--- src/design/bdcf_map.vh ---
// Command framing constants for the background debug command block
`ifndef BDCF_MAP_VH
`define BDCF_MAP_VH

// Field widths
`define BDCF_CMD_BITS      5'h08
`define BDCF_ADDR_BITS     5'h10
`define BDCF_BYTE_BITS     5'h08
`define BDCF_WORD_BITS     5'h10

// Delay element, in target debug clock cycles
`define BDCF_DELAY_CYCLES  5'h10

// Field codes of a command structure
`define BDCF_F_END         3'h0
`define BDCF_F_ADDR        3'h1
`define BDCF_F_WR8         3'h2
`define BDCF_F_WR16        3'h3
`define BDCF_F_RD8         3'h4
`define BDCF_F_WORD_READ_FIELD        3'h5
`define BDCF_F_DLY         3'h6

// Command codes, non-intrusive class
`define BDCF_OP_HALT       8'h90
`define BDCF_OP_RD_STAT    8'hE4
`define BDCF_OP_WR_CTRL    8'hC4
`define BDCF_OP_RD_BKPT    8'hE2
`define BDCF_OP_WR_BKPT    8'hC2
`define BDCF_OP_RD_BYTE    8'hE0
`define BDCF_OP_WR_BYTE    8'hC0
// Command codes, active background class
`define BDCF_OP_GO         8'h08
`define BDCF_OP_STEP       8'h10
`define BDCF_OP_TAG_GO     8'h18
`define BDCF_OP_RD_WORD    8'hE8
`define BDCF_OP_WR_WORD    8'hC8

// Status and control register bit positions
`define BDCF_SC_ENABLE     7
`define BDCF_SC_ACTIVE     6
`define BDCF_SC_BKPT_EN    5
`define BDCF_SC_WAIT       4

// Reset values
`define BDCF_SC_RST        8'h00
`define BDCF_BKPT_RST      16'h0000

`endif

--- src/design/bdcf_shift.v ---
// MSB-first 16-bit shift register shared by receive and transmit fields
`timescale 1ns/1ps
module bdcf_shift (
  input  wire        clk_i,
  input  wire        srst_i,
  input  wire        load_i,
  input  wire [15:0] load_data_i,
  input  wire        shift_i,
  input  wire        bit_i,
  output wire [15:0] data_o
);

  reg [15:0] data_q;

  always @(posedge clk_i) begin
    if (srst_i) begin
      data_q <= 16'h0000;
    end else if (load_i) begin
      data_q <= load_data_i;
    end else if (shift_i) begin
      data_q <= {data_q[14:0], bit_i};
    end
  end

  assign data_o = data_q;

endmodule // bdcf_shift

--- src/design/bdcf_framer.v ---
// Background debug command framing, target side
// Contract
// - all fields shift most significant bit first
// - active commands only while halted in background
// - delay element lasts 16 debug clock cycles
// - byte fields carry 8 bits each way
// - word fields carry 16 bits each way
// - status returns register, control writes 8 bits
// - breakpoint fields move 16 bits each way
// - halt in wait restarts clocks, enters background
// - leave background only on reset or resume
`timescale 1ns/1ps
`include "bdcf_map.vh"
module bdcf_framer (
  input  wire        clk_i,
  input  wire        srst_i,
  input  wire        rx_valid_i,
  input  wire        rx_bit_i,
  input  wire        tx_req_i,
  input  wire        cpu_wait_i,
  input  wire        cpu_bgnd_i,
  input  wire [15:0] mem_rdata_i,
  output reg         tx_bit_o,
  output reg         tx_valid_o,
  output reg         busy_o,
  output reg         bg_active_o,
  output reg         clk_restart_o,
  output reg         resume_o,
  output reg         resume_step_o,
  output reg         resume_tag_o,
  output reg         illegal_cmd_o,
  output reg         mem_req_o,
  output reg         mem_we_o,
  output reg         mem_word_o,
  output reg  [15:0] mem_addr_o,
  output reg  [15:0] mem_wdata_o,
  output reg  [15:0] bkpt_addr_o,
  output reg         bkpt_en_o,
  output reg         dbg_enable_o
);

  localparam [3:0] S_CMD   = 4'h1;
  localparam [3:0] S_NEXT  = 4'h2;
  localparam [3:0] S_FIELD = 4'h4;
  localparam [3:0] S_DELAY = 4'h8;

  // Status and control reset image, bit-selectable
  localparam [7:0] SC_RST  = `BDCF_SC_RST;

  ////////////////////////////////////////////////////////////////////////////
  // Command tables

  // Up to four fields after the code, first field in the top bits
  function [11:0] seq_of;
    input [7:0] c;
    begin
      case (c)
        `BDCF_OP_HALT:    seq_of = {`BDCF_F_DLY, 9'h000};
        `BDCF_OP_RD_STAT: seq_of = {`BDCF_F_RD8, 9'h000};
        `BDCF_OP_WR_CTRL: seq_of = {`BDCF_F_WR8, 9'h000};
        `BDCF_OP_RD_BKPT: seq_of = {`BDCF_F_WORD_READ_FIELD, 9'h000};
        `BDCF_OP_WR_BKPT: seq_of = {`BDCF_F_WR16, 9'h000};
        `BDCF_OP_RD_BYTE: seq_of = {`BDCF_F_ADDR, `BDCF_F_DLY,
                                    `BDCF_F_RD8, `BDCF_F_END};
        `BDCF_OP_WR_BYTE: seq_of = {`BDCF_F_ADDR, `BDCF_F_WR8,
                                    `BDCF_F_DLY, `BDCF_F_END};
        `BDCF_OP_GO:      seq_of = {`BDCF_F_DLY, 9'h000};
        `BDCF_OP_STEP:    seq_of = {`BDCF_F_DLY, 9'h000};
        `BDCF_OP_TAG_GO:  seq_of = {`BDCF_F_DLY, 9'h000};
        `BDCF_OP_RD_WORD: seq_of = {`BDCF_F_ADDR, `BDCF_F_DLY,
                                    `BDCF_F_WORD_READ_FIELD, `BDCF_F_END};
        `BDCF_OP_WR_WORD: seq_of = {`BDCF_F_ADDR, `BDCF_F_WR16,
                                    `BDCF_F_DLY, `BDCF_F_END};
        default:          seq_of = 12'h000;
      endcase
    end
  endfunction

  function [2:0] field_at;
    input [7:0] c;
    input [1:0] idx;
    reg   [11:0] s;
    begin
      s = seq_of(c);
      case (idx)
        2'h0:    field_at = s[11:9];
        2'h1:    field_at = s[8:6];
        2'h2:    field_at = s[5:3];
        default: field_at = s[2:0];
      endcase
    end
  endfunction

  function is_active_cmd;
    input [7:0] c;
    begin
      is_active_cmd = (c == `BDCF_OP_GO) || (c == `BDCF_OP_STEP) ||
                      (c == `BDCF_OP_TAG_GO) || (c == `BDCF_OP_RD_WORD) ||
                      (c == `BDCF_OP_WR_WORD);
    end
  endfunction

  // Field length less one, in bits
  function [4:0] last_bit;
    input [2:0] f;
    begin
      case (f)
        `BDCF_F_WR8, `BDCF_F_RD8: last_bit = `BDCF_BYTE_BITS - 5'h01;
        default:
          last_bit = `BDCF_WORD_BITS - 5'h01;
      endcase
    end
  endfunction

  ////////////////////////////////////////////////////////////////////////////
  // State

  reg [3:0]  state_q;
  reg [7:0]  cmd_q;
  reg [1:0]  idx_q;
  reg [4:0]  bitcnt_q;
  reg [4:0]  dly_q;
  reg        legal_q;
  reg [15:0] rdata_q;

  wire [15:0] sh_data;
  wire [2:0]  fld      = field_at(cmd_q, idx_q);
  wire        fld_rx   = (fld == `BDCF_F_ADDR) || (fld == `BDCF_F_WR8) ||
                         (fld == `BDCF_F_WR16);
  wire        fld_tx   = (fld == `BDCF_F_RD8) || (fld == `BDCF_F_WORD_READ_FIELD);
  wire        fld_last = (bitcnt_q == last_bit(fld));
  wire [15:0] rx_word  = {sh_data[14:0], rx_bit_i};
  wire [7:0]  cmd_word = rx_word[7:0];
  wire [7:0]  status   = {dbg_enable_o, bg_active_o, bkpt_en_o,
                          cpu_wait_i, 4'h0};
  wire        is_mem   = (cmd_q == `BDCF_OP_RD_BYTE) ||
                         (cmd_q == `BDCF_OP_WR_BYTE) ||
                         (cmd_q == `BDCF_OP_RD_WORD) ||
                         (cmd_q == `BDCF_OP_WR_WORD);
  wire        is_wr    = (cmd_q == `BDCF_OP_WR_BYTE) ||
                         (cmd_q == `BDCF_OP_WR_WORD);
  wire        is_word  = (cmd_q == `BDCF_OP_RD_WORD) ||
                         (cmd_q == `BDCF_OP_WR_WORD);

  // Load and shift controls for the shared shifter
  reg        sh_load;
  reg [15:0] sh_load_data;
  wire       sh_shift = ((state_q == S_CMD) && rx_valid_i) ||
                        ((state_q == S_FIELD) && fld_rx && rx_valid_i) ||
                        ((state_q == S_FIELD) && fld_tx && tx_req_i);
  wire       sh_bit   = (state_q == S_FIELD && fld_tx) ? 1'b0 : rx_bit_i;

  always @* begin
    sh_load      = 1'b0;
    sh_load_data = 16'h0000;
    if (state_q == S_NEXT && fld_tx) begin
      sh_load = 1'b1;
      if (!legal_q) begin
        sh_load_data = 16'h0000;
      end else if (cmd_q == `BDCF_OP_RD_STAT) begin
        sh_load_data = {8'h00, status};
      end else if (cmd_q == `BDCF_OP_RD_BKPT) begin
        sh_load_data = bkpt_addr_o;
      end else begin
        sh_load_data = rdata_q;
      end
    end
  end

  bdcf_shift u_shift (
    .clk_i       (clk_i),
    .srst_i      (srst_i),
    .load_i      (sh_load),
    .load_data_i (sh_load_data),
    .shift_i     (sh_shift),
    .bit_i       (sh_bit),
    .data_o      (sh_data)
  );

  ////////////////////////////////////////////////////////////////////////////
  // Framing sequencer

  always @(posedge clk_i) begin
    if (srst_i) begin
      state_q       <= S_CMD;
      cmd_q         <= 8'h00;
      idx_q         <= 2'h0;
      bitcnt_q      <= 5'h00;
      dly_q         <= 5'h00;
      legal_q       <= 1'b0;
      rdata_q       <= 16'h0000;
      tx_bit_o      <= 1'b0;
      tx_valid_o    <= 1'b0;
      busy_o        <= 1'b0;
      bg_active_o   <= 1'b0;
      clk_restart_o <= 1'b0;
      resume_o      <= 1'b0;
      resume_step_o <= 1'b0;
      resume_tag_o  <= 1'b0;
      illegal_cmd_o <= 1'b0;
      mem_req_o     <= 1'b0;
      mem_we_o      <= 1'b0;
      mem_word_o    <= 1'b0;
      mem_addr_o    <= 16'h0000;
      mem_wdata_o   <= 16'h0000;
      bkpt_addr_o   <= `BDCF_BKPT_RST;
      bkpt_en_o     <= SC_RST[`BDCF_SC_BKPT_EN];
      dbg_enable_o  <= SC_RST[`BDCF_SC_ENABLE];
    end else begin
      tx_valid_o    <= 1'b0;
      clk_restart_o <= 1'b0;
      resume_o      <= 1'b0;
      resume_step_o <= 1'b0;
      resume_tag_o  <= 1'b0;
      illegal_cmd_o <= 1'b0;
      mem_req_o     <= 1'b0;
      if (cpu_bgnd_i) begin
        bg_active_o <= 1'b1;
      end
      case (state_q)
        S_CMD: begin
          if (rx_valid_i) begin
            bitcnt_q <= bitcnt_q + 5'h01;
            if (bitcnt_q == `BDCF_CMD_BITS - 1) begin
              cmd_q    <= cmd_word;
              idx_q    <= 2'h0;
              bitcnt_q <= 5'h00;
              legal_q  <= !is_active_cmd(cmd_word) || bg_active_o;
              illegal_cmd_o <= is_active_cmd(cmd_word) && !bg_active_o;
              state_q  <= S_NEXT;
            end
          end
        end
        S_NEXT: begin
          bitcnt_q <= 5'h00;
          case (fld)
            `BDCF_F_END: begin
              state_q <= S_CMD;
              if (legal_q) begin
                case (cmd_q)
                  `BDCF_OP_HALT: begin
                    bg_active_o   <= 1'b1;
                    clk_restart_o <= cpu_wait_i;
                  end
                  `BDCF_OP_GO: begin
                    bg_active_o <= 1'b0;
                    resume_o    <= 1'b1;
                  end
                  `BDCF_OP_STEP: begin
                    bg_active_o   <= 1'b0;
                    resume_o      <= 1'b1;
                    resume_step_o <= 1'b1;
                  end
                  `BDCF_OP_TAG_GO: begin
                    bg_active_o  <= 1'b0;
                    resume_o     <= 1'b1;
                    resume_tag_o <= 1'b1;
                  end
                  default: begin
                  end
                endcase
              end
            end
            `BDCF_F_DLY: begin
              state_q <= S_DELAY;
              dly_q   <= 5'h00;
              busy_o  <= 1'b1;
              if (legal_q && is_mem) begin
                mem_req_o  <= 1'b1;
                mem_we_o   <= is_wr;
                mem_word_o <= is_word;
              end
            end
            default: begin
              state_q <= S_FIELD;
            end
          endcase
        end
        S_FIELD: begin
          if ((fld_rx && rx_valid_i) || (fld_tx && tx_req_i)) begin
            bitcnt_q <= bitcnt_q + 5'h01;
            if (fld_tx) begin
              tx_valid_o <= 1'b1;
              tx_bit_o   <= (fld == `BDCF_F_WORD_READ_FIELD) ? sh_data[15]
                                                  : sh_data[7];
            end
            if (fld_last) begin
              idx_q   <= idx_q + 2'h1;
              state_q <= S_NEXT;
              if (fld == `BDCF_F_ADDR) begin
                mem_addr_o <= rx_word;
              end else if (fld == `BDCF_F_WR8 && legal_q) begin
                if (cmd_q == `BDCF_OP_WR_CTRL) begin
                  dbg_enable_o <= rx_word[`BDCF_SC_ENABLE];
                  bkpt_en_o    <= rx_word[`BDCF_SC_BKPT_EN];
                end else begin
                  mem_wdata_o <= {8'h00, rx_word[7:0]};
                end
              end else if (fld == `BDCF_F_WR16 && legal_q) begin
                if (cmd_q == `BDCF_OP_WR_BKPT) begin
                  bkpt_addr_o <= rx_word;
                end else begin
                  mem_wdata_o <= rx_word;
                end
              end
            end
          end
        end
        S_DELAY: begin
          dly_q <= dly_q + 5'h01;
          if (dly_q == `BDCF_DELAY_CYCLES - 1) begin
            busy_o  <= 1'b0;
            idx_q   <= idx_q + 2'h1;
            state_q <= S_NEXT;
            if (legal_q && is_mem && !is_wr) begin
              rdata_q <= is_word ? mem_rdata_i : {8'h00, mem_rdata_i[7:0]};
            end
          end
        end
        default: begin
          state_q <= S_CMD;
        end
      endcase
    end
  end

endmodule // bdcf_framer

--- config.mk ---
export PLATFORM = sky130hd
export DESIGN_NAME = bdcf_framer
export DESIGN_NICKNAME = d
export VERILOG_FILES = /design/src/design/bdcf_shift.v /design/src/design/bdcf_framer.v
export VERILOG_INCLUDE_DIRS = /design/src /design/src/design
export SDC_FILE = /design/constraint.sdc
export NUM_CORES = 1
export LEC_CHECK = 0
export BUFFER_PORTS_ARGS = -buffer_cell sky130_fd_sc_hd__buf_4
export CORE_MARGIN = 2
export CORE_UTILIZATION = 50
export DETAILED_ROUTE_END_ITERATION = 10
export GPL_TIMING_DRIVEN = 0
export PLACE_DENSITY = 0.72
export REMOVE_ABC_BUFFERS = 1
export SKIP_CTS_REPAIR_TIMING = 1
export SLEW_MARGIN = 20
export SYNTH_ARGS = -nofsm -noshare
export SYNTH_HDL_FRONTEND = slang
export SYNTH_HIERARCHICAL = 1
export SYNTH_SLANG_ARGS = --single-unit
--- constraint.sdc ---
create_clock -name clk_i -period 3.9 [get_ports clk_i]
set_clock_uncertainty 0.05 [all_clocks]
set_input_delay 0.39 -clock clk_i [delete_from_list [all_inputs] [get_ports clk_i]]
set_output_delay 0.39 -clock clk_i [all_outputs]
set_load 0.02 [all_outputs]
==> results.json <==
{
  "layout.nets": 703,
  "required_ns": 4.28,
  "synth_edf_count": 0,
  "yosysSeqAreaShare_pct": 42.73,
  "p_leak_nw": 2.810,
  "cp_slowest_stage_delay_ns": 0.77,
  "n_fill_cell": 917,
  "worstHoldStart": "cpu_wait_i",
  "yosys.area_share.simple_pct": 22.89,
  "setup_viol": 0,
  "antenna_found_initial": 0,
  "run_status": "complete, no violations",
  "multi_input_area_um2": 3018,
  "fin_crit_sh_pct": 91.00,
  "ir_drop_uv": 332.2,
  "place.detailed.hpwl_um": 9407,
  "htree_levels": 4,
  "tightestPinTransition_ns": 1.112,
  "synth_top_family_by_area": "simple AND/OR/NAND/NOR gates",
  "hp-class": "in2reg",
  "power_density_nw_per_um2": 441.2,
  "cts_root_buf": "clkbuf_8",
  "dieArea_um2": 12010,
  "r2r_cells": 10,
  "synthAdderAreaFrac_pct": 1.571,
  "synth_compound_area_share_pct": 12.46,
  "critical_path.cell_chain": "inv_1, ha_1, nor3b_1, a21o_1, a22o_2, nor2_1, nand2_1, nor2_1, inv_1, a211oi_1",
  "cp_max_fo": 17,
  "fin_crit_ns": 3.549,
  "vias": 4652,
  "port_buffers": 84,
  "yosysMostFrequentCell": "dfxtp_1",
  "first_pass_iters": 4,
  "syn_avg_cell_area_um2": 9.277,
  "drtIter0Drc": 318,
  "synth_xor_area_share_pct": 0.9425,
  "syn2layout_area_growth_pct": 22.94,
  "track_usage_pct": 24.46,
  "finalWirelength_um": 14070,
  "synth_top_cells_by_area": "dfxtp_1 43%, mux2i_1 15%, nor2_1 6.5%, a21oi_1 3.0%, nand2_1 2.3%",
  "end_kind": "register",
  "total_power_w": 0.003024,
  "yosysUniqueCellTypes": 62,
  "drcViolationCount": 0,
  "r2r_end": "u_shift/data_o[14]",
  "overflow": 0,
  "r2r-start": "idx_q[0]",
  "min_to": "clk_restart_o",
  "synth_flop_cell": "dfxtp_1",
  "min_path_cells": 2,
  "clk_latency_ns": 0.53,
  "yosysTopAreaCell": "dfxtp_1",
  "n_antenna_cell": 0,
  "crit_type": "reg2reg",
  "cts.sinks": 119,
  "coreArea_um2": 10840,
  "clock.fmax_mhz": 281.8,
  "fp.dieH_um": 109.6,
  "cts_buffer_depth": 2,
  "worst_slack_ns": 0.3510,
  "pre_cts_slack_ns": 0.1081,
  "drive_gt1_share_pct": 22.16,
  "worst_ep_arrival_time_ns": 3.93,
  "cts_tree": "yes",
  "cap_violations": 0,
  "viasPerCell": 5.632,
  "die_w_um": 109.6,
  "hold_viol": 0,
  "reg2reg_slack_ns": 0.35,
  "gp_congestion": 0.9130,
  "initial_core_util_pct": 51.43,
  "rsz0062_at_grt": "false",
  "synth_top_area_share_pct": 42.73,
  "drtAntennaViolNets": 0,
  "boundaryPins": 85,
  "yosys_warnings": 6,
  "syn_area_um2": 5575,
  "wire_per_inst_um": 17.03,
  "path_clk_slew_ns": 0.06,
  "rows": 38,
  "seq_area_um2": 2382,
  "synth-seq-cells": 119,
  "synth_mux_area_share_pct": 15.66,
  "slew_violations": 0,
  "relSlewSlack_pct": 25.63,
  "synth_common_cells": "119 x dfxtp_1, 97 x nor2_1, 85 x mux2i_1, 34 x nand2_1, 33 x a21oi_1",
  "grt_pass1_vias": 4444,
  "crit_path_start_kind": "register",
  "grt_pass1_wl_um": 22410,
  "synthCells": 601,
  "synthArstFlopShare_pct": 0,
  "numCtsBuffers": 17,
  "grt_max_degree": 119,
  "crit_slowest_cell": "nor2_1"
}
-- state kept, by name, indices dropped and copies added (netlist names), 2 cells and up --
register	cells
bkpt_addr_o	16
dly_q	5
cmd_q	8
bitcnt_q	5
mem_wdata_o	16
u_shift/data_o	16
rdata_q	16
idx_q	2
mem_addr_o	16
state_q	4
-- how the worst max path moves through the flow --
stage	startpoint	to	slack, ns	cells after the start
floorplan	idx_q[0]	mem_wdata_o[0]	0.07	10
detailed placement	idx_q[0]	u_shift/data_o[4]	0.11	10
CTS	idx_q[0]	u_shift/data_o[10]	0.07	10
global route	idx_q[0]	u_shift/data_o[0]	0.04	10
finish	idx_q[0]	u_shift/data_o[14]	0.35	10
global placement	idx_q[0]	mem_wdata_o[2]	-0.77	10
-- cell usage in the layout (no fill, tap or decap), drive strengths merged, types with 2 or more instances in the layout --
cell,instances
o2111ai,2
clkbuf,20
nand4b,3
nor3b,2
ha,7
nor4b,5
nand2b,16
a21oi,33
nor2,98
buf,89
nor4,4
a211oi,23
o21a,2
a21o,2
a22o,2
and2,3
bufinv,2
a2111oi,3
nand3b,8
dfxtp,119
or3,5
nand3,24
a211o,2
xnor2,3
and3,7
nand4,3
o21bai,3
clkinvlp,3
nor2b,20
mux2,2
mux2i,85
o21ai,9
clkinv,6
inv,6
nor3,13
or2,2
xor2,3
nand2,34
-- metrics by stage --
stage	instances	instance area, µm²	hold slack, ns	util, %	TNS (ns)
2_1_floorplan	565	5385	0.3755	-	0
3_3_place_gp	789	6191	0.3908	57.11	-11.81
6_report	826	6854	0.04947	63.23	0
5_1_grt	826	6854	0.03075	63.23	0
3_5_place_dp	794	6260	0.3970	57.74	0
4_1_cts	826	6840	0.02798	63.10	0
-- logic make-up (layout without fill, tap and decap cells) --
kind of cell             after synthesis  after routing
AO/OA/AOI/OAI                         90             90
XOR/XNOR                               6              6
adder cells (fa/ha/maj)                7              7
buffers and inverters                 41            126
flip-flops                           119            119
multiplexers                          87             87
AND/OR/NAND/NOR                      251            251
-- layer usage --
metal	track usage, %	vias up	wire length, µm
li1	-	2266	-
met1	30.90	2236	6176
met2	39.90	128	6899
met3	6.698	22	747
met4	9.042	0	246
met5	0	-	0
-- report_power, final --
| part | total [W] | leakage (nW) | internal, W | switching [W] |
|---|---|---|---|---|
| Combinational | 0.000228 | 1.57 | 0.0000953 | 0.000132 |
| Sequential | 0.00128 | 0.959 | 0.00124 | 0.0000353 |
| Clock | 0.00152 | 0.283 | 0.000955 | 0.000566 |
-- cell type report --
cell class / instances / area share, %
inverter: 5 / 0.2738
clock buffer: 20 / 6.645
clock inverter: 12 / 1.825
timing repair buffer: 89 / 9.912
multi-input combinational: 441 / 44.03
sequential: 119 / 34.76
tap: 140 / 2.556
-- worst max-delay path, delay by kind of cell (launching register included) --
| family | cells | cell delay (ns) |
|---|---|---|
| buf+inv | 2 | 0.72 |
| simple gates | 4 | 1.21 |
| fa+ha+maj | 1 | 0.26 |
| flops | 1 | 0.38 |
| compound gates | 3 | 0.81 |
(Power assumes the default switching activity.)
